==> src/lb_pkg.sv <==
package lb_pkg;
  // Register indices; byte address equals the printed offset on this plain port
  localparam logic [7:0] LEAK_INTERVAL_CFG0_ADDR = 8'h53;
  localparam logic [7:0] ALARM_RAISE_LIMIT_CFG1_ADDR = 8'h56;
  localparam logic [7:0] BUCKET_SIZE_ADDR = 8'h58;
  localparam logic [7:0] STATUS_ADDR = 8'h59;
  localparam logic [7:0] LEVEL_ADDR = 8'h5A;
  localparam logic [1:0] LEAK_INTERVAL_RESET = 2'h0;
  localparam logic [7:0] ALARM_RAISE_LIMIT_RESET = 8'h06;
  localparam logic [7:0] BUCKET_SIZE_RESET = 8'h08;
  localparam int LEAK_FIELD_MSB = 1;
  localparam int STATUS_ALARM_BIT = 0;
  // Timing
  localparam int CLK_HZ = 25000000;
  localparam int CYCLE_MS = 128;
  localparam int CYCLE_CLKS = CLK_HZ / 1000 * CYCLE_MS;

  typedef struct packed {
    logic [7:0] addr;
    logic [7:0] wdata;
    logic wr;
    logic rd;
  } reg_req_type;
endpackage

==> src/lb_monitor.sv <==
// Decided for this implementation: strobed register access.
`timescale 1ns/1ps
// Summary of operation
// RULE1 - Every 128 ms cycle, add one if the input failed or was erratic.
// RULE2 - Subtract one per 1, 2, 4 or 8 clean consecutive cycles.
// RULE3 - Two-bit leak code selects 128, 256, 512 or 1024 ms decay.
// RULE4 - Alarm raises when count reaches the upper threshold, 1 to 255.
// RULE5 - Threshold register is eight bits, read/write, resets to six.
// RULE6 - Count is capped at the programmed bucket size.
// RULE7 - Upper six bits of the leak register read zero, ignore writes.
module lb_monitor #(
  parameter int CYCLE_COUNT = lb_pkg::CYCLE_CLKS
) (
  input wire logic clk, // 25 MHz system clock
  input wire logic reset_n, // Async reset, active low
  input wire lb_pkg::reg_req_type req, // Register request
  input wire logic bad_activity, // Input failed or erratic, level
  output logic [7:0] rdata, // Read data, cycle after read strobe
  output logic alarm // Inactivity alarm level
);
  import lb_pkg::*;

  ////////////////////////////////////////////////////////////////////////
  logic [1:0] leak_code_r;
  logic [7:0] limit_r;
  logic [7:0] size_r;
  logic [7:0] level_r;
  logic [7:0] level_nxt;
  logic [2:0] clean_r;
  logic [2:0] clean_nxt;
  logic seen_bad_r;
  logic tick;

  lb_tick #(.COUNT(CYCLE_COUNT)) u_tick (
    .clk(clk),
    .reset_n(reset_n),
    .tick(tick)
  );

  function automatic logic [2:0] span_last(input logic [1:0] code);
    span_last = 3'((4'h1 << code) - 4'h1);
  endfunction

  ////////////////////////////////////////////////////////////////////////
  // Register writes
  wire wr_leak = req.wr && req.addr == LEAK_INTERVAL_CFG0_ADDR;
  wire wr_limit = req.wr && req.addr == ALARM_RAISE_LIMIT_CFG1_ADDR;
  wire wr_size = req.wr && req.addr == BUCKET_SIZE_ADDR;
  // Zero is outside the legal threshold range and is kept out
  wire limit_ok = req.wdata != 8'h00;

  always_ff @(posedge clk or negedge reset_n) begin
    if (!reset_n) begin
      leak_code_r <= LEAK_INTERVAL_RESET;
      limit_r <= ALARM_RAISE_LIMIT_RESET;
      size_r <= BUCKET_SIZE_RESET;
    end else begin
      if (wr_leak) leak_code_r <= req.wdata[LEAK_FIELD_MSB:0]; // see RULE7
      if (wr_limit && limit_ok) limit_r <= req.wdata; // see RULE5
      if (wr_size && limit_ok) size_r <= req.wdata;
    end
  end

  ////////////////////////////////////////////////////////////////////////
  // Bucket
  wire bad_cycle = seen_bad_r || bad_activity;
  wire span_done = clean_r >= span_last(leak_code_r);

  always_comb begin
    level_nxt = level_r;
    clean_nxt = clean_r;
    if (tick) begin
      if (bad_cycle) begin
        clean_nxt = 3'h0;
        if (level_r < size_r) level_nxt = level_r + 8'h1; // see RULE1 see RULE6
      end else if (span_done) begin
        clean_nxt = 3'h0;
        if (level_r != 8'h00) level_nxt = level_r - 8'h1; // see RULE2 see RULE3
      end else begin
        clean_nxt = clean_r + 3'h1;
      end
    end
    // Shrinking the size trims the level at once
    if (level_nxt > size_r) level_nxt = size_r; // see RULE6
  end

  always_ff @(posedge clk or negedge reset_n) begin
    if (!reset_n) begin
      level_r <= 8'h00;
      clean_r <= 3'h0;
      seen_bad_r <= 1'b0;
      alarm <= 1'b0;
    end else begin
      level_r <= level_nxt;
      clean_r <= clean_nxt;
      seen_bad_r <= tick ? 1'b0 : bad_cycle;
      // The alarm follows the level and clears once the level falls below the limit
      alarm <= level_nxt >= limit_r; // see RULE4
    end
  end

  ////////////////////////////////////////////////////////////////////////
  // Read port
  wire [7:0] rd_mux =
    req.addr == LEAK_INTERVAL_CFG0_ADDR ? {6'h00, leak_code_r} : // see RULE7
    req.addr == ALARM_RAISE_LIMIT_CFG1_ADDR ? limit_r :
    req.addr == BUCKET_SIZE_ADDR ? size_r :
    req.addr == STATUS_ADDR ? {7'h00, alarm} :
    req.addr == LEVEL_ADDR ? level_r : 8'h00;

  always_ff @(posedge clk or negedge reset_n) begin
    if (!reset_n) rdata <= 8'h00;
    else rdata <= req.rd ? rd_mux : 8'h00;
  end

  ////////////////////////////////////////////////////////////////////////
  a_fill_step: assert property (@(posedge clk) disable iff (!reset_n) // see RULE1
    tick && bad_cycle && level_r < size_r |=> level_r == $past(level_r) + 8'h1)
    else $error("bucket did not fill");
  a_cap_hold: assert property (@(posedge clk) disable iff (!reset_n) // see RULE6
    level_r <= size_r || $changed(size_r)) else $error("bucket above size");
  a_leak_step: assert property (@(posedge clk) disable iff (!reset_n) // see RULE2
    tick && !bad_cycle && span_done && level_r != 8'h00 && level_r <= size_r
    |=> level_r == $past(level_r) - 8'h1) else $error("bucket did not leak");
  a_leak_rate: assert property (@(posedge clk) disable iff (!reset_n) // see RULE3
    tick && !bad_cycle && !span_done && level_r <= size_r |=> level_r == $past(level_r) || $changed(size_r))
    else $error("leak too fast");
  a_alarm_raise: assert property (@(posedge clk) disable iff (!reset_n) // see RULE4
    alarm == (level_r >= limit_r) || $past(wr_limit)) else $error("alarm mismatch");
  a_limit_range: assert property (@(posedge clk) disable iff (!reset_n) // see RULE5
    limit_r != 8'h00) else $error("threshold zero");
  a_limit_read: assert property (@(posedge clk) disable iff (!reset_n) // see RULE5
    req.rd && req.addr == ALARM_RAISE_LIMIT_CFG1_ADDR && !wr_limit |=> rdata == $past(limit_r))
    else $error("threshold readback wrong");
  a_leak_upper: assert property (@(posedge clk) disable iff (!reset_n) // see RULE7
    req.rd && req.addr == LEAK_INTERVAL_CFG0_ADDR |=> rdata[7:2] == 6'h00)
    else $error("leak upper bits nonzero");

  ////////////////////////////////////////////////////////////////////////
  // Checks: evaluation tick
  // Restarts at one on each tick, so both the first and later ticks land on the period
  logic [31:0] tick_gap_r;

  always_ff @(posedge clk or negedge reset_n) begin
    if (!reset_n) tick_gap_r <= 32'h0;
    else tick_gap_r <= tick ? 32'h1 : tick_gap_r + 32'h1;
  end

  a_tick_period: assert property (@(posedge clk) disable iff (!reset_n) // see RULE1
    tick == (tick_gap_r == 32'(CYCLE_COUNT)))
    else $error("evaluation tick off period");

  ////////////////////////////////////////////////////////////////////////
  // Checks: register port
  a_leak_write: assert property (@(posedge clk) disable iff (!reset_n) // see RULE7
    wr_leak |=> leak_code_r == $past(req.wdata[LEAK_FIELD_MSB:0]))
    else $error("leak code not written");
  a_leak_hold: assert property (@(posedge clk) disable iff (!reset_n) // see RULE3
    !wr_leak |=> $stable(leak_code_r))
    else $error("leak code changed unasked");
  a_leak_read: assert property (@(posedge clk) disable iff (!reset_n) // see RULE3
    req.rd && req.addr == LEAK_INTERVAL_CFG0_ADDR |=> rdata == {6'h00, $past(leak_code_r)})
    else $error("leak readback wrong");
  a_limit_write: assert property (@(posedge clk) disable iff (!reset_n) // see RULE5
    wr_limit && req.wdata != 8'h00 |=> limit_r == $past(req.wdata))
    else $error("threshold not written");
  a_limit_hold: assert property (@(posedge clk) disable iff (!reset_n) // see RULE4
    !wr_limit || req.wdata == 8'h00 |=> $stable(limit_r))
    else $error("threshold changed unasked");
  a_size_write: assert property (@(posedge clk) disable iff (!reset_n) // see RULE6
    wr_size && req.wdata != 8'h00 |=> size_r == $past(req.wdata))
    else $error("size not written");
  a_size_hold: assert property (@(posedge clk) disable iff (!reset_n) // see RULE6
    !wr_size || req.wdata == 8'h00 |=> $stable(size_r))
    else $error("size changed unasked");
  a_size_range: assert property (@(posedge clk) disable iff (!reset_n) // see RULE6
    size_r != 8'h00)
    else $error("size zero");
  a_size_read: assert property (@(posedge clk) disable iff (!reset_n) // see RULE6
    req.rd && req.addr == BUCKET_SIZE_ADDR |=> rdata == $past(size_r))
    else $error("size readback wrong");
  a_level_read: assert property (@(posedge clk) disable iff (!reset_n) // see RULE6
    req.rd && req.addr == LEVEL_ADDR |=> rdata == $past(level_r))
    else $error("level readback wrong");
  a_status_read: assert property (@(posedge clk) disable iff (!reset_n) // see RULE4
    req.rd && req.addr == STATUS_ADDR |=> rdata == {7'h00, $past(alarm)})
    else $error("status readback wrong");
  a_rdata_idle: assert property (@(posedge clk) disable iff (!reset_n) // see RULE5
    !req.rd |=> rdata == 8'h00)
    else $error("read data without strobe");

  ////////////////////////////////////////////////////////////////////////
  // Checks: bucket
  a_level_quiet: assert property (@(posedge clk) disable iff (!reset_n) // see RULE1
    !tick && level_r <= size_r |=> level_r == $past(level_r))
    else $error("level moved between ticks");
  a_fill_cap: assert property (@(posedge clk) disable iff (!reset_n) // see RULE6
    tick && bad_cycle && level_r >= size_r |=> level_r == $past(size_r))
    else $error("bucket overfilled");
  a_empty_floor: assert property (@(posedge clk) disable iff (!reset_n) // see RULE2
    tick && !bad_cycle && level_r == 8'h00 |=> level_r == 8'h00)
    else $error("bucket leaked below empty");
  a_clean_clear: assert property (@(posedge clk) disable iff (!reset_n) // see RULE2
    tick && bad_cycle |=> clean_r == 3'h0)
    else $error("clean span not restarted");
  a_clean_hold: assert property (@(posedge clk) disable iff (!reset_n) // see RULE2
    !tick |=> $stable(clean_r))
    else $error("clean span moved between ticks");
  a_clean_step: assert property (@(posedge clk) disable iff (!reset_n) // see RULE2
    tick && !bad_cycle && !span_done |=> clean_r == $past(clean_r) + 3'h1)
    else $error("clean span not counted");
  a_bad_latch: assert property (@(posedge clk) disable iff (!reset_n) // see RULE1
    !tick && bad_activity |=> seen_bad_r)
    else $error("bad activity lost");
  a_bad_clear: assert property (@(posedge clk) disable iff (!reset_n) // see RULE1
    tick |=> !seen_bad_r)
    else $error("bad activity carried over");
  a_leak_fast: assert property (@(posedge clk) disable iff (!reset_n) // see RULE3
    tick && !bad_cycle && leak_code_r == 2'h0 && level_r != 8'h00 && level_r <= size_r
    |=> level_r == $past(level_r) - 8'h1) else $error("code zero did not leak");
  a_leak_half: assert property (@(posedge clk) disable iff (!reset_n) // see RULE3
    tick && !bad_cycle && leak_code_r == 2'h1 && clean_r == 3'h0 && level_r <= size_r
    |=> level_r == $past(level_r)) else $error("code one leaked early");
  a_leak_quarter: assert property (@(posedge clk) disable iff (!reset_n) // see RULE3
    tick && !bad_cycle && leak_code_r == 2'h2 && clean_r < 3'h3 && level_r <= size_r
    |=> level_r == $past(level_r)) else $error("code two leaked early");
  a_leak_slow: assert property (@(posedge clk) disable iff (!reset_n) // see RULE3
    tick && !bad_cycle && leak_code_r == 2'h3 && clean_r != 3'h7 && level_r <= size_r
    |=> level_r == $past(level_r)) else $error("code three leaked early");
endmodule

==> src/lb_tick.sv <==
`timescale 1ns/1ps
module lb_tick #(
  parameter int COUNT = 3200000
) (
  input wire logic clk, // System clock
  input wire logic reset_n, // Async reset, active low
  output logic tick // One-cycle pulse each evaluation cycle
);
  logic [31:0] cnt_r;
  wire last = (cnt_r == 32'(COUNT - 1));

  always_ff @(posedge clk or negedge reset_n) begin
    if (!reset_n) begin
      cnt_r <= 32'h0;
      tick <= 1'b0;
    end else begin
      cnt_r <= last ? 32'h0 : cnt_r + 32'h1;
      tick <= last;
    end
  end
endmodule

==> config.mk <==
export PLATFORM = sky130hd
export DESIGN_NAME = lb_monitor
export DESIGN_NICKNAME = d
export VERILOG_FILES = /design/src/lb_pkg.sv /design/src/lb_monitor.sv /design/src/lb_tick.sv
export SDC_FILE = /design/constraint.sdc
export NUM_CORES = 1
export LEC_CHECK = 0
export BUFFER_PORTS_ARGS = -buffer_cell sky130_fd_sc_hd__buf_2
export CAP_MARGIN = 25
export CORE_MARGIN = 2
export CORE_UTILIZATION = 45
export CTS_BUF_LIST = sky130_fd_sc_hd__clkbuf_4 sky130_fd_sc_hd__clkbuf_8
export DETAILED_ROUTE_END_ITERATION = 8
export GPL_TIMING_DRIVEN = 0
export MAX_ROUTING_LAYER = met4
export SETUP_SLACK_MARGIN = 0.3
export SLEW_MARGIN = 40
export SYNTH_ARGS = -nofsm -noshare
export SYNTH_HDL_FRONTEND = slang
export SYNTH_HIERARCHICAL = 1
export SYNTH_SLANG_ARGS = --single-unit
==> constraint.sdc <==
create_clock -name clk -period 6.2 [get_ports clk]
set_input_delay 1.86 -clock clk [delete_from_list [all_inputs] [get_ports clk]]
set_output_delay 1.86 -clock clk [all_outputs]
set_load 0.02 [all_outputs]
After elaboration in Yosys (flattened, before gate mapping). Cells that the tools add are included.

Shift operators: 1. Add/sub/neg operators: 5. Reductions and logical operators: 8. Order comparisons: 4. Bitwise gates (word level): 0. Equality and inequality tests: 6. Divide/modulo/power cells: 0. $mul: 0. Muxes and demuxes: 16.

Operators with widths (count): two-way mux 8 bit (12); == test 8 x 7 -> 1 bit, second input constant (5); adder 32 x 1 -> 32 bit, second input constant (1); == test 32 x 22 -> 1 bit, second input constant (1); two-way mux 32 bit (1); nonzero test 8 bit (2); adder 8 x 1 -> 8 bit, second input constant (1); greater-or-equal comparator 8 bit (1); > comparator 8 bit (1); less-than comparator 8 bit (1); subtractor 8 x 1 -> 8 bit, second input constant (1); two-way mux 3 bit (2); logical AND 1 bit (5); adder 3 x 1 -> 3 bit, second input constant (1); greater-or-equal comparator 3 bit (1); << shifter 1 x 2 -> 3 bit, first input constant (1); subtractor 3 x 1 -> 3 bit, second input constant (1); logical OR 1 bit (1); two-way mux 1 bit (1).

Input port bits: 21. Register bits: 72. Bits in writable memories: 0. Bits in latches: 0. Memories: 0. Memory bits (read-only): 0. Word-level logic and storage cells: 50.

Longest topological paths before layout. Gate-level depths: netlist (run 1).

Depth after elaboration: 9. Depth in mapped cells: 24. Mapped depth without buffers: 22.

Hierarchy. Netlist (run 1), hierarchy kept.

Modules (own cells, without submodules): lb_monitor (area each 2797.7 um^2, cells an instance 291, times used 1); lb_tick (area each 1580.3 um^2, cells an instance 151, times used 1).

Worst setup path after synthesis (run 1). Ideal clock, no wire load.

Path type: input to register. Start point: input port bad_activity. End point: register alarm. Stages: 18. Path buffers: 2. Setup slack: 0.336 ns. Data arrival time: 5.734 ns. Library setup time: 0.129 ns. Cells stage by stage: or2_1 -> clkbuf_1 -> nand2_1 -> or4_1 -> o32ai_1 -> mux2_2 -> ha_1 -> a21o_1 -> a221oi_1 -> a41o_1 -> clkbuf_1 -> mux2_2 -> ha_1 -> a21oi_1 -> nor2b_1 -> o21ai_0 -> a21oi_1 -> o41a_1.

Word-level cells in the longest chain between the ends: 6.

Ends and longest elaborated chain: start: declaration (RTL line lb_monitor.sv:17) `input wire logic bad_activity,`; logical OR 1 bit (*) (RTL line lb_monitor.sv:66) `wire bad_cycle = seen_bad_r || bad_activity;`; two-way mux 8 bit (*) (RTL line lb_monitor.sv:73) `if (bad_cycle) begin`; two-way mux 8 bit (*) (RTL line lb_monitor.sv:72) `if (tick) begin`; > comparator 8 bit (RTL line lb_monitor.sv:84) `if (level_nxt > size_r) level_nxt = size_r;`; two-way mux 8 bit (*) (RTL line lb_monitor.sv:84); via level_nxt[1] (RTL line lb_monitor.sv:28) `logic [7:0] level_nxt;`; greater-or-equal comparator 8 bit (*) (RTL line lb_monitor.sv:98) `alarm <= level_nxt >= limit_r;`; end signal: assignment (RTL line lb_monitor.sv:98); end: declaration (RTL line lb_monitor.sv:19) `output logic alarm`.

The timed path passes the listed nets; every way through them passes the cells marked *. A chain may end at the register's enable or synchronous reset.

Worst setup path in the final report (run 1). Ends and elaborated chain as after synthesis.

==> results.md, run 1 <==
- The total of buffers placed on input and output ports is 29.
- The wire-length estimate of the detail-placed layout is 7370 um.
- After detailed routing, the number of vias per cell comes to 5.70.
- The met2 routed wirelength is 5030 um.
- The fmax is 178 MHz.
- After synthesis, flip-flops and latches occupy 41.2% of the total area.
- Summed over all cells, the static leakage comes to 2.19 nW.
- The synthesized design devotes to its leading area cell type about 39% of total area.
- The number of enable-type register cells in the synthesized netlist is 0.
- The area of placed instances is around 4700 um2.
- The synthesized design contains 72 register bits.
- Once the floorplan was initialized, standard cells occupied 46.9% of the core.
- Measured against its own limit, the worst slew margin works out to 53.6%.
- The top cell types in the final layout, fill and taps aside, are sky130_fd_sc_hd__dfrtp_1 (69), sky130_fd_sc_hd__nand2_1 (37), sky130_fd_sc_hd__ha_1 (31).
- In the synthesized netlist the async set-or-reset flop fraction comes to 100%.
- Data arrives at the worst endpoint at between 5 and 6 ns.
- The final routed DRC violation total is 0.
- The number of hold-repair buffers added at the cts stage is 0.
- The startpoint class of the critical path is an input port.
- The clock arrives with around 0.0097 ns of skew.
- Summing all flip-flop and latch instances after layout gives 1810 um2.
- The library cell used most frequently in the layout, excluding fill and tap cells, is sky130_fd_sc_hd__dfrtp_1.
- STA classifies the critical path endpoint as a flip-flop.
- The number of H-tree levels is 3.
- The post-cts sizing count is 4.
- The count of final hold-check violations is 0.
- Subtracting the final worst setup slack from the clock period gives 5.62 ns.
- The most used flip-flop cell after synthesis is sky130_fd_sc_hd__dfrtp_1.
- The mean routed wirelength per cell is 15.7 um.
- Each instance of the synthesized netlist takes up on average 9.90 um2.
- The clock-pin slew reported for the worst setup and hold paths after clock tree synthesis is 0.07 ns.
- The number of global-route vias before repair is 3,356.
- The vertical die dimension is about 100 um.
- The number of cells produced by synthesis is 442.
- The number of unique standard cell types used by synthesis is 62.
- The highest cell delay on the worst timing path is 0.52 ns.
- Dividing the final minimum period by the clock period gives approximately 91%.
- The area of all placed cells without fillers is ~5000 um2.
- The clock passes through at most 2 buffers.
- The layout has 867 filler cells.
- Setup repair after global routing left no endpoint under its margin.
- In the post-synthesis netlist, the biggest area contributors are sky130_fd_sc_hd__dfrtp_1 (39%), sky130_fd_sc_hd__ha_1 (8.9%), sky130_fd_sc_hd__mux2_2 (5.1%).
- The maximum fanout count along the critical path is 9.
- The cell row count is 35.
- The count of buffer and inverter cells on the critical path is 3.
- The critical path in this run is classified as input port to flip-flop.
- Entering global routing, the biggest net connects just under 50 pins.
- The signal on the critical path passes through buf_2 -> or2_1 -> buf_2 -> nand2_2 -> or4_1 -> o32ai_1 -> mux2_2 -> ha_1 -> a21o_1 -> a221oi_1 -> a41o_1 -> buf_4 -> mux2_2 -> ha_1 -> a21oi_1 -> nor2b_1 -> o21ai_1 -> a21oi_1 -> o41a_1.
- At the pin with the least slew margin, the transition time is 0.690 ns.
- Summing all multi-input logic gate instances after layout gives between 2000 and 2500 um2.
- The total global routing overflow is 0.
- STA puts the critical path data required time at 6.41 ns.
- The number of antenna violations at the first check in global routing is 0.
- CTS placed an instance of sky130_fd_sc_hd__clkbuf_8 at the clock tree root.
- Counting every sink on the clock net gives 72.
- The dominant delay contributor by cell family on the critical path is compound AO/OA/AOI/OAI gates.
- The overall fraction of global-route tracks in use is 20.2%.
- The total number of vias is 3,511.
- The routed metal-1 wire length is ~4300 um.
- The run finished with clean final reports.
- After the last flow step, the layout net total stands at 535.
- The slowest stage of the critical path belongs to the cell sky130_fd_sc_hd__or4_1.
- Setup violations remaining at the end of the flow were counted as 0.
- Synthesis produced a netlist with a net count of 494.
- The ratio of total power to cell area is 271 nW/um2.
- The cell type contributing the most total cell area after synthesis is sky130_fd_sc_hd__dfrtp_1.
- Routability-driven placement finished with a final weighted congestion of between 0.8 and 0.9.
- The first global-routing pass estimated 16,100 um of wire.
- The die is slightly above 100 um wide.
- The worst min-delay path category is flip-flop to flip-flop.
- The growth of design area from synthesis to finish is 13.0%.
- The first detailed-routing pass took 6 iterations.
- The highest metal layer carrying signal wires in the routed design is met4.
- The count of nets left with antenna violations once routing finished came out at 0.
- The number of setup buffers added after CTS is 0.
- The number of antenna diodes in the final layout is 0.
- The die covers 10,500 um2.
- Detailed routing placed a total of 241 um of wire on met3.
- The floorplan step defined a core boundary enclosing 9330 um2.
- Summed over all layers, the routed wires come to 9700 um.
- TritonCTS built the clock tree.
- The cell area after synthesis is 4380 um2.
- The DRC marker count from the first detailed-route iteration is between 200 and 250.
- In this run the count of I/O pins placed on the die edge is 30.
- The worst-skew pair later-pin latency is around 0.33 ns.
- The max capacitance violation total is 0.
- The final design utilization is between 50 and 60%.
- TritonCTS created 9 clock buffers.
- The worst ir drop on vdd is 0.137 mV.
- The number of warnings issued by yosys is 6.
- The share of final-layout standard cells stronger than drive strength 1 is 18.3%.
- The number of pins exceeding their max-slew limit in the final report came to 0.
sequential cells by signal (all words and copies together) (netlist names):
signal and cells:
u_tick/cnt_r 32, level_r 8, limit_r 8, rdata 8, size_r 8, clean_r 3, leak_code_r 2, alarm 1
seen_bad_r 1, u_tick/tick 1
final timing paths:
kind                                           start                         to  slack [ns]  cells after the start
hold / removal             u_tick/cnt_r[8]$_DFF_PN0_  u_tick/cnt_r[8]$_DFF_PN0_        0.49                      1
max in group asynchronous                    reset_n     limit_r[1]$_DFFE_PN1P_        4.25                      2
hold reg to reg            u_tick/cnt_r[8]$_DFF_PN0_  u_tick/cnt_r[8]$_DFF_PN0_        0.49                      1
min in group asynchronous                    reset_n      size_r[2]$_DFFE_PN0P_        1.39                      1
setup / recovery                        bad_activity            alarm$_DFF_PN0_        0.58                     19
setup reg to reg               size_r[7]$_DFFE_PN0P_            alarm$_DFF_PN0_        1.11                     19
synth_stat cells (all sizes together), types with 4 or more instances:
master   n
nor2b    5
a222oi   7
dfrtp   69
or3      5
nor3b    5
o211ai   4
and4     4
mux2i    4
xor2    10
a21oi   12
nor3    12
xnor2   15
nand2   38
o21ai   21
nand4   14
inv     26
o31ai    6
mux2    21
nor2    25
nor4    12
clkbuf  11
nand3   22
and3     8
ha      31
or4     12
cell type report:
type,count,share of cell area [%]
Multi-Input combinational cell,331,49.4
Sequential cell,72,36.5
Timing Repair Buffer,30,3.62
Tap cell,129,3.26
Clock buffer,12,3.09
Inverter,26,1.97
Buffer,13,1.26
Clock inverter,3,0.860
logic make-up after synthesis:
family / share of synthesized area [%]
adders and majority gates: 8.86
muxes: 6.32
xor gates and xnor gates: 5.00
and+or+nand+nor: 22.7
AOI/OAI and AO/OA: 12.3
DFF: 41.2
buffers and inverters: 3.54
metal layers:
metal  vias to the layer above  track usage, %
met5                         -               -
met4                         0            4.21
met3                         8            3.32
met2                        60            35.0
met1                      1717            25.0
li1                       1726               -
report_power, final:
part / total (mW) / internal, mW / switching, mW
Sequential: 0.519 / 0.490 / 0.0295
Clock: 0.370 / 0.203 / 0.167
Combinational: 0.453 / 0.203 / 0.251
Total: 1.34 / 0.896 / 0.447
worst reg2reg max path, cell delays in order (launching register included):
cell	delay, ns
sky130_fd_sc_hd__dfrtp_1	0.42
sky130_fd_sc_hd__inv_1	0.09
sky130_fd_sc_hd__ha_1	0.35
sky130_fd_sc_hd__and4_1	0.21
sky130_fd_sc_hd__a211o_1	0.37
sky130_fd_sc_hd__or4_1	0.54
sky130_fd_sc_hd__o32ai_1	0.15
sky130_fd_sc_hd__mux2_2	0.39
sky130_fd_sc_hd__ha_1	0.30
sky130_fd_sc_hd__a21o_1	0.18
sky130_fd_sc_hd__a221oi_1	0.28
sky130_fd_sc_hd__a41o_1	0.13
sky130_fd_sc_hd__buf_4	0.17
sky130_fd_sc_hd__mux2_2	0.36
sky130_fd_sc_hd__ha_1	0.27
sky130_fd_sc_hd__a21oi_1	0.13
sky130_fd_sc_hd__nor2b_1	0.06
sky130_fd_sc_hd__o21ai_1	0.14
sky130_fd_sc_hd__a21oi_1	0.08
sky130_fd_sc_hd__o41a_1	0.33
stage by stage:
step | cells | worst slack, ns | setup TNS [ns] | hold slack [ns] | power, mW
floorplan | 442 | 0.336 | 0 | 0.447 | 0.851
global placement | 600 | -0.332 | -0.332 | 0.473 | 0.955
detailed placement | 601 | -0.335 | -0.335 | 0.486 | 0.965
CTS | 616 | 0.376 | 0 | 0.498 | 1.34
global route | 616 | 0.301 | 0 | 0.509 | 1.43
finish | 616 | 0.577 | 0 | 0.490 | 1.34
No activity file was read; power rests on OpenSTA's default activity.
==> run 2, diff against run 1 <==
- RECOVER_POWER: unset -> 50
==> run 2 against run 1 <==
Against the previous run: the flow now finishes with violations (capacitance limit, slew limit); clock power barely moved; die area did not move; utilization fell by 0.51 points; largest cell class unchanged; largest power group unchanged.
==> results.md, run 2 (synthesized netlist as in run 1, its figures left out) <==
- Run status: finished, violations left (was finished clean).
- The checks that failed: capacitance limit, slew limit.
- The number of pins exceeding their max-slew limit in the final report was 49 (was 0).
- The number of stages on the worst hold path is 1 (unchanged).
- The headroom to the max-slew limit was -71.3% (was 53.6%).
- The total global routing overflow is 0 (unchanged).
- The number of hold-repair buffers added at the cts stage came to 0 (unchanged).
- The setup slack at placement is -0.335 ns (unchanged).
- The startpoint of the worst-slack reg-to-reg timing path is level_r[5]$_DFF_PN0_ (was size_r[7]$_DFFE_PN0P_).
- The number of buffers inserted during clock tree synthesis is 9 (unchanged).
- The leading cell type in the layout, fill and taps excluded is sky130_fd_sc_hd__dfrtp_1 (unchanged).
- The final-layout setup total negative slack is 0 ns (unchanged).
- The max capacitance violation total is 1 (was 0).
- The weighted congestion reported at the end of routability-driven placement is 0.801 (unchanged).
- The number of diodes is 0 (unchanged).
- The detailed-routing iteration count for the pre-antenna-repair pass is 7 (was 6).
- The total leakage power is 2.17 nW (was 2.19 nW).
- The transition time of the tightest slew-check pin was 2.57 ns (was 0.690 ns).
- The required time of the worst setup path is 6.41 ns (about the same).
- The growth of design area from synthesis to finish is 11.9% (was 13.0%).
- The maximum clock insertion buffer count was 2 (unchanged).
- The startpoint class of the critical path is an input port (unchanged).
- The worst hold path startpoint is u_tick/cnt_r[8]$_DFF_PN0_ (unchanged).
- The register ranked first by flip-flop count was u_tick/cnt_r (unchanged).
- The worst ir drop on vdd is 0.137 mV (about the same).
- The CTS tree is done (unchanged).
- The number of buffers added for setup after CTS is 0 (unchanged).
- The fraction of met2 tracks used by global routing is 35.0% (unchanged).
- The area of all placed cells without fillers is 4900 um2 (was 4950 um2).
- The count of final hold-check violations was 0 (unchanged).
- The fmax came to 178 MHz (about the same).
- The vertical die dimension is 103 um (unchanged).
- The per-cell via count in the routed design is 5.61 (was 5.70).
- The element type at the critical path end is a flip-flop (unchanged).
- The flip-flop count of the largest register after layout is 32 (unchanged).
- The overall fraction of global-route tracks in use is 20.2% (unchanged).
- The total of buffers placed on input and output ports came to 29 (unchanged).
- The type of the setup path with the least slack is input port to flip-flop (unchanged).
- The global-route track usage on met3 was 3.32% (unchanged).
- The half-perimeter wire length of the detailed placement result was 7370 um (unchanged).
- The final routed DRC violation total is 0 (unchanged).
- The clock-pin slew reported for the worst setup and hold paths after clock tree synthesis is 0.08 ns (was 0.07 ns).
- The area of placed instances came to 4720 um2 (unchanged).
- The largest net degree at the start of global routing is 49 (unchanged).
- The mean routed wirelength per cell is 15.6 um (was 15.7 um).
- The global-route wire length before repair came to 16,100 um (unchanged).
- The floorplan core area came to 9330 um2 (unchanged).
- The final critical-path share of the clock period is 90.6% (was 90.7%).
- The maximum fanout count along the critical path is 9 (unchanged).
- The number of antenna violations at the first check in global routing is 0 (unchanged).
- The worst setup path startpoint is bad_activity (unchanged).
- The total number of vias is 3,458 (was 3,511).
- The final cell count without fillers came to 616 (unchanged).
- The number of cells on the worst reg-to-reg path was 18 (was 19).
- RSZ-0062 raised after global routing: false (unchanged).
- The starting density of the core is 46.9% (unchanged).
- The number of placed cells counting well taps is 601 (unchanged).
- The net count reported at finish is 535 (unchanged).
- The die extent in x is 103 um (unchanged).
- The ratio of total power to cell area is 273 nW/um2 (was 271 nW/um2).
- The master cell of the clock root buffer was sky130_fd_sc_hd__clkbuf_8 (unchanged).
- The top-level port count is 30 (unchanged).
- The met1 layer usage reported by global route is 25.0% (unchanged).
- The most utilized layer in the global route result is met2 (unchanged).
- The number of H-tree levels is 3 (unchanged).
- The share of final-layout standard cells stronger than drive strength 1 came to 17.2% (was 18.3%).
- The number of nets still failing antenna checks after routing came to 0 (unchanged).
- The post-layout minimum cycle time is 5.62 ns (about the same).
- The worst min-delay path category is flip-flop to flip-flop (unchanged).
- The final total power is 1.34 mW (about the same).
- The DRC marker count from the first detailed-route iteration was 189 (was 208).
- Leading cell types in the layout, fill and taps excluded: sky130_fd_sc_hd__dfrtp_1 (69), sky130_fd_sc_hd__nand2_1 (37), sky130_fd_sc_hd__ha_1 (31) (unchanged).
- The worst setup skew after layout is 0.00837 ns (was 0.00966 ns).
- The final-layout fill cell count was 876 (was 867).
- The count of endpoints failing setup in the final report is 0 (unchanged).
- The sink count of the clock tree is 72 (unchanged).
- The total wire length is 9640 um (was 9700 um).
- The number of global-route vias before repair was 3,356 (unchanged).
- The die area came to 10,500 um2 (unchanged).
- The final critical-path setup slack was 0.582 ns (was 0.577 ns).
- The worst-skew pair later-pin latency is 0.33 ns (about the same).
- The cell row count is 35 (unchanged).
- The arrival time of the worst setup path came to 5.83 ns (about the same).
run 2: stage by stage:
step	hold slack, ns	utilization [%]
global route	0.509	52.5
floorplan	0.447	-
CTS	0.498	52.8
finish	0.491	52.5
detailed placement	0.486	50.7
global placement	0.473	50.2
run 2: path summary, 6_finish.rpt:
check / end / slack (ns)
min in group asynchronous: size_r[2]$_DFFE_PN0P_ / 1.84
max in group asynchronous: level_r[3]$_DFF_PN0_ / 1.30
hold / removal: u_tick/cnt_r[8]$_DFF_PN0_ / 0.49
setup reg to reg: alarm$_DFF_PN0_ / 1.11
hold reg to reg: u_tick/cnt_r[8]$_DFF_PN0_ / 0.49
setup / recovery: alarm$_DFF_PN0_ / 0.58
run 2: what timing repair did:
item,in CTS,in global routing
endpoints found under the setup margin,1,1
hold endpoints to repair,0,0
resized for setup,4,7
run 2: critical path, cell delays in order:
cell and delay [ns]:
sky130_fd_sc_hd__buf_2 0.09, sky130_fd_sc_hd__or2_1 0.09, sky130_fd_sc_hd__buf_2 0.17, sky130_fd_sc_hd__nand2_2 0.11, sky130_fd_sc_hd__or4_1 0.52, sky130_fd_sc_hd__o32ai_1 0.15, sky130_fd_sc_hd__mux2_2 0.39, sky130_fd_sc_hd__ha_1 0.30
sky130_fd_sc_hd__a21o_1 0.18, sky130_fd_sc_hd__a221oi_1 0.28, sky130_fd_sc_hd__a41o_1 0.13, sky130_fd_sc_hd__buf_4 0.17, sky130_fd_sc_hd__mux2_2 0.36, sky130_fd_sc_hd__ha_1 0.27, sky130_fd_sc_hd__a21oi_1 0.13, sky130_fd_sc_hd__nor2b_1 0.06
sky130_fd_sc_hd__o21ai_1 0.13, sky130_fd_sc_hd__a21oi_1 0.08, sky130_fd_sc_hd__o41a_1 0.33
run 2: area by class of cell:
type / instances / area, um2 / area share (%)
clock buffers: 12 / 153 / 3.12
multi-input cells: 331 / 2430 / 49.6
repair buffers: 30 / 148 / 3.01
well taps: 129 / 161 / 3.29
plain buffers: 13 / 62.6 / 1.28
inverters: 26 / 97.6 / 1.99
flip-flops and latches: 72 / 1810 / 36.8
clock inverters: 3 / 42.5 / 0.868
run 2: routing by layer:
metal | vias up | share of wire (%)
met2 | 49 | 52
met1 | 1681 | 44
met5 | - | 0
li1 | 1722 | -
met4 | 0 | 0.71
met3 | 6 | 2.7
run 2: power by group:
| group | internal, mW | switching, mW |
|---|---|---|
| registers | 0.490 | 0.0294 |
| clock network | 0.203 | 0.168 |
| logic | 0.200 | 0.248 |
==> run 3, diff against run 2 <==
- RECOVER_POWER: 50 -> 100
==> run 3 against run 2 <==
Against the previous run: the flow still finishes with violations (capacitance limit, slew limit); critical path type unchanged; utilization shrank 0.28 points; clock-buffer cell count stayed put; critical path depth stayed put.
==> results.md, run 3 (synthesized netlist as in run 1, its figures left out) <==
- The number of nets still failing antenna checks after routing is 0 (unchanged).
- The final total power is 1.34 mW (about the same).
- The startpoint class of the critical path is an input port (unchanged).
- The overall fraction of global-route tracks in use is 20.2% (unchanged).
- Run status: finished, violations left (unchanged).
- Failing checks: capacitance limit, slew limit (unchanged).
- The cell row count is 35 (unchanged).
- The CTS tree is done (unchanged).
- The global-route wire length before repair is 16,100 um (unchanged).
- The required time of the worst setup path came to 6.41 ns (about the same).
- The share of final-layout standard cells stronger than drive strength 1 came to 13.8% (was 17.2%).
- The final hold slack is 0.491 ns (about the same).
- The type of the setup path with the least slack was input port to flip-flop (unchanged).
- The sequential cell area was 1810 um2 (unchanged).
- The die extent in x is 103 um (unchanged).
- The total number of vias came to 3,482 (was 3,458).
- The detailed-routing iteration count for the pre-antenna-repair pass is 7 (unchanged).
- The total leakage power was 2.12 nW (was 2.17 nW).
- The vertical die dimension is 103 um (unchanged).
- The area of all placed cells without fillers is 4870 um2 (was 4900 um2).
- RSZ-0062 raised after global routing: false (unchanged).
- The weighted congestion reported at the end of routability-driven placement was 0.801 (unchanged).
- The area of placed instances is 4720 um2 (unchanged).
- The met1 layer usage reported by global route is 25.0% (unchanged).
- The post-layout minimum cycle time was 5.71 ns (was 5.62 ns).
- Leading cell types in the layout, fill and taps excluded: sky130_fd_sc_hd__dfrtp_1 (69), sky130_fd_sc_hd__nand2_1 (38), sky130_fd_sc_hd__ha_1 (31) (was sky130_fd_sc_hd__dfrtp_1 (69), sky130_fd_sc_hd__nand2_1 (37), sky130_fd_sc_hd__ha_1 (31)).
- The per-cell via count in the routed design is 5.65 (was 5.61).
- The worst-skew pair later-pin latency was 0.33 ns (about the same).
- The count of buffer and inverter cells on the critical path was 3 (unchanged).
- The number of buffers inserted during clock tree synthesis is 9 (unchanged).
- The net count reported at finish is 535 (unchanged).
- The growth of design area from synthesis to finish is 11.3% (was 11.9%).
- The transition time of the tightest slew-check pin is 2.57 ns (about the same).
- The element type at the critical path end is a flip-flop (unchanged).
- The final-layout fill cell count is 886 (was 876).
- The number of H-tree levels is 3 (unchanged).
- The clock-pin slew reported for the worst setup and hold paths after clock tree synthesis came to 0.08 ns (about the same).
- The number of diodes is 0 (unchanged).
- The fraction of met2 tracks used by global routing came to 35.0% (unchanged).
- The max capacitance violation total was 1 (unchanged).
- The number of pins exceeding their max-slew limit in the final report is 49 (unchanged).
- The area of the multi-input gates is 2420 um2 (was 2430 um2).
- The mean routed wirelength per cell is 15.7 um (was 15.6 um).
- The master cell of the clock root buffer is sky130_fd_sc_hd__clkbuf_8 (unchanged).
- The worst ir drop on vdd came to 0.137 mV (about the same).
- The leading cell type in the layout, fill and taps excluded is sky130_fd_sc_hd__dfrtp_1 (unchanged).
- The headroom to the max-slew limit came to -71.3% (about the same).
- The highest cell delay on the worst timing path came to 0.54 ns (was 0.52 ns).
- The final critical-path share of the clock period was 92.0% (was 90.6%).
- The floorplan core area is 9330 um2 (unchanged).
- The maximum fanout count along the critical path is 9 (unchanged).
- The sink count of the clock tree is 72 (unchanged).
- The flip-flop count of the largest register after layout came to 32 (unchanged).
- The largest net degree at the start of global routing is 49 (unchanged).
- The worst setup skew after layout is 0.0105 ns (was 0.00837 ns).
- The number of buffers added for setup after CTS is 0 (unchanged).
- The number of global-route vias before repair is 3,356 (unchanged).
- The top-level port count was 30 (unchanged).
- The slowest library cell on the worst path is sky130_fd_sc_hd__or4_1 (unchanged).
- The starting density of the core came to 46.9% (unchanged).
- The maximum clock insertion buffer count is 2 (unchanged).
- The total global routing overflow is 0 (unchanged).
- Crit-path cells: clkbuf_1 -> or2_1 -> buf_2 -> nand2_1 -> or4_1 -> o32ai_1 -> mux2_1 -> ha_1 -> a21o_1 -> a221oi_1 -> a41o_1 -> buf_4 -> mux2_1 -> ha_1 -> a21oi_1 -> nor2b_1 -> o21ai_1 -> a21oi_1 -> o41a_1 (was buf_2 -> or2_1 -> buf_2 -> nand2_2 -> or4_1 -> o32ai_1 -> mux2_2 -> ha_1 -> a21o_1 -> a221oi_1 -> a41o_1 -> buf_4 -> mux2_2 -> ha_1 -> a21oi_1 -> nor2b_1 -> o21ai_1 -> a21oi_1 -> o41a_1).
- The arrival time of the worst setup path is 5.92 ns (was 5.83 ns).
- The ratio of total power to cell area is 274 nW/um2 (was 273 nW/um2).
- The worst min-delay path category is flip-flop to flip-flop (unchanged).
- The register ranked first by flip-flop count is u_tick/cnt_r (unchanged).
- The DRC marker count from the first detailed-route iteration is 198 (was 189).
- The die area came to 10,500 um2 (unchanged).
- The total of buffers placed on input and output ports is 29 (unchanged).
- The global-route track usage on met3 came to 3.32% (unchanged).
- The total wire length came to 9650 um (was 9640 um).
- The most utilized layer in the global route result was met2 (unchanged).
- The fmax is 175 MHz (was 178 MHz).
- The number of antenna violations at the first check in global routing came to 0 (unchanged).
- The final routed DRC violation total was 0 (unchanged).
- The count of final hold-check violations came to 0 (unchanged).
- The count of endpoints failing setup in the final report was 0 (unchanged).
- The half-perimeter wire length of the detailed placement result is 7370 um (unchanged).
- The dominant delay contributor by cell family on the critical path is compound AO/OA/AOI/OAI gates (unchanged).
run 3: changes by cell type in the layout (fill, tap and decap cells not counted), sizes merged:
cell    delta
clkbuf    +11
buf       -11
run 3: worst paths after layout:
path	from	to	slack [ns]	depth (start not counted)
worst max-delay path	bad_activity	alarm$_DFF_PN0_	0.49	19
worst min-delay path	u_tick/cnt_r[8]$_DFF_PN0_	u_tick/cnt_r[8]$_DFF_PN0_	0.49	1
worst min register to register	u_tick/cnt_r[8]$_DFF_PN0_	u_tick/cnt_r[8]$_DFF_PN0_	0.49	1
min in group asynchronous	reset_n	limit_r[6]$_DFFE_PN0P_	1.86	1
max in group asynchronous	reset_n	level_r[3]$_DFF_PN0_	1.28	2
worst max register to register	size_r[7]$_DFFE_PN0P_	alarm$_DFF_PN0_	1.11	19
run 3: through the flow:
step                setup WS [ns]  instances  setup TNS [ns]  utilization [%]
finish                      0.494        616               0             52.2
global placement           -0.332        600          -0.332             50.2
detailed placement         -0.335        601          -0.335             50.7
floorplan                   0.336        442               0                -
CTS                         0.376        616               0             52.8
global route                0.174        616               0             52.2
run 3: timing repair:
item	CTS	global route
endpoints found under the setup margin	1	1
hold buffers	0	0
resized for setup	4	7
run 3: report_power, final:
part	switching, mW	leakage (nW)	total, mW	internal (mW)
registers	0.0293	0.939	0.519	0.490
clock network	0.167	0.0993	0.370	0.203
logic	0.249	1.08	0.447	0.198
total	0.445	2.12	1.34	0.891
run 3: layer usage:
metal | up-vias | wire, um
li1 | 1721 | -
met1 | 1702 | 4300
met2 | 53 | 5000
met3 | 6 | 287
met4 | 0 | 68
met5 | - | 0
run 3: layout make-up:
class,instances,share of cell area [%]
clock inverters,3,0.873
plain buffers,13,1.26
multi-input cells,331,49.6
repair buffers,30,2.77
inverters,26,2.00
flip-flops and latches,72,37.0
clock buffers,12,3.13
well taps,129,3.31
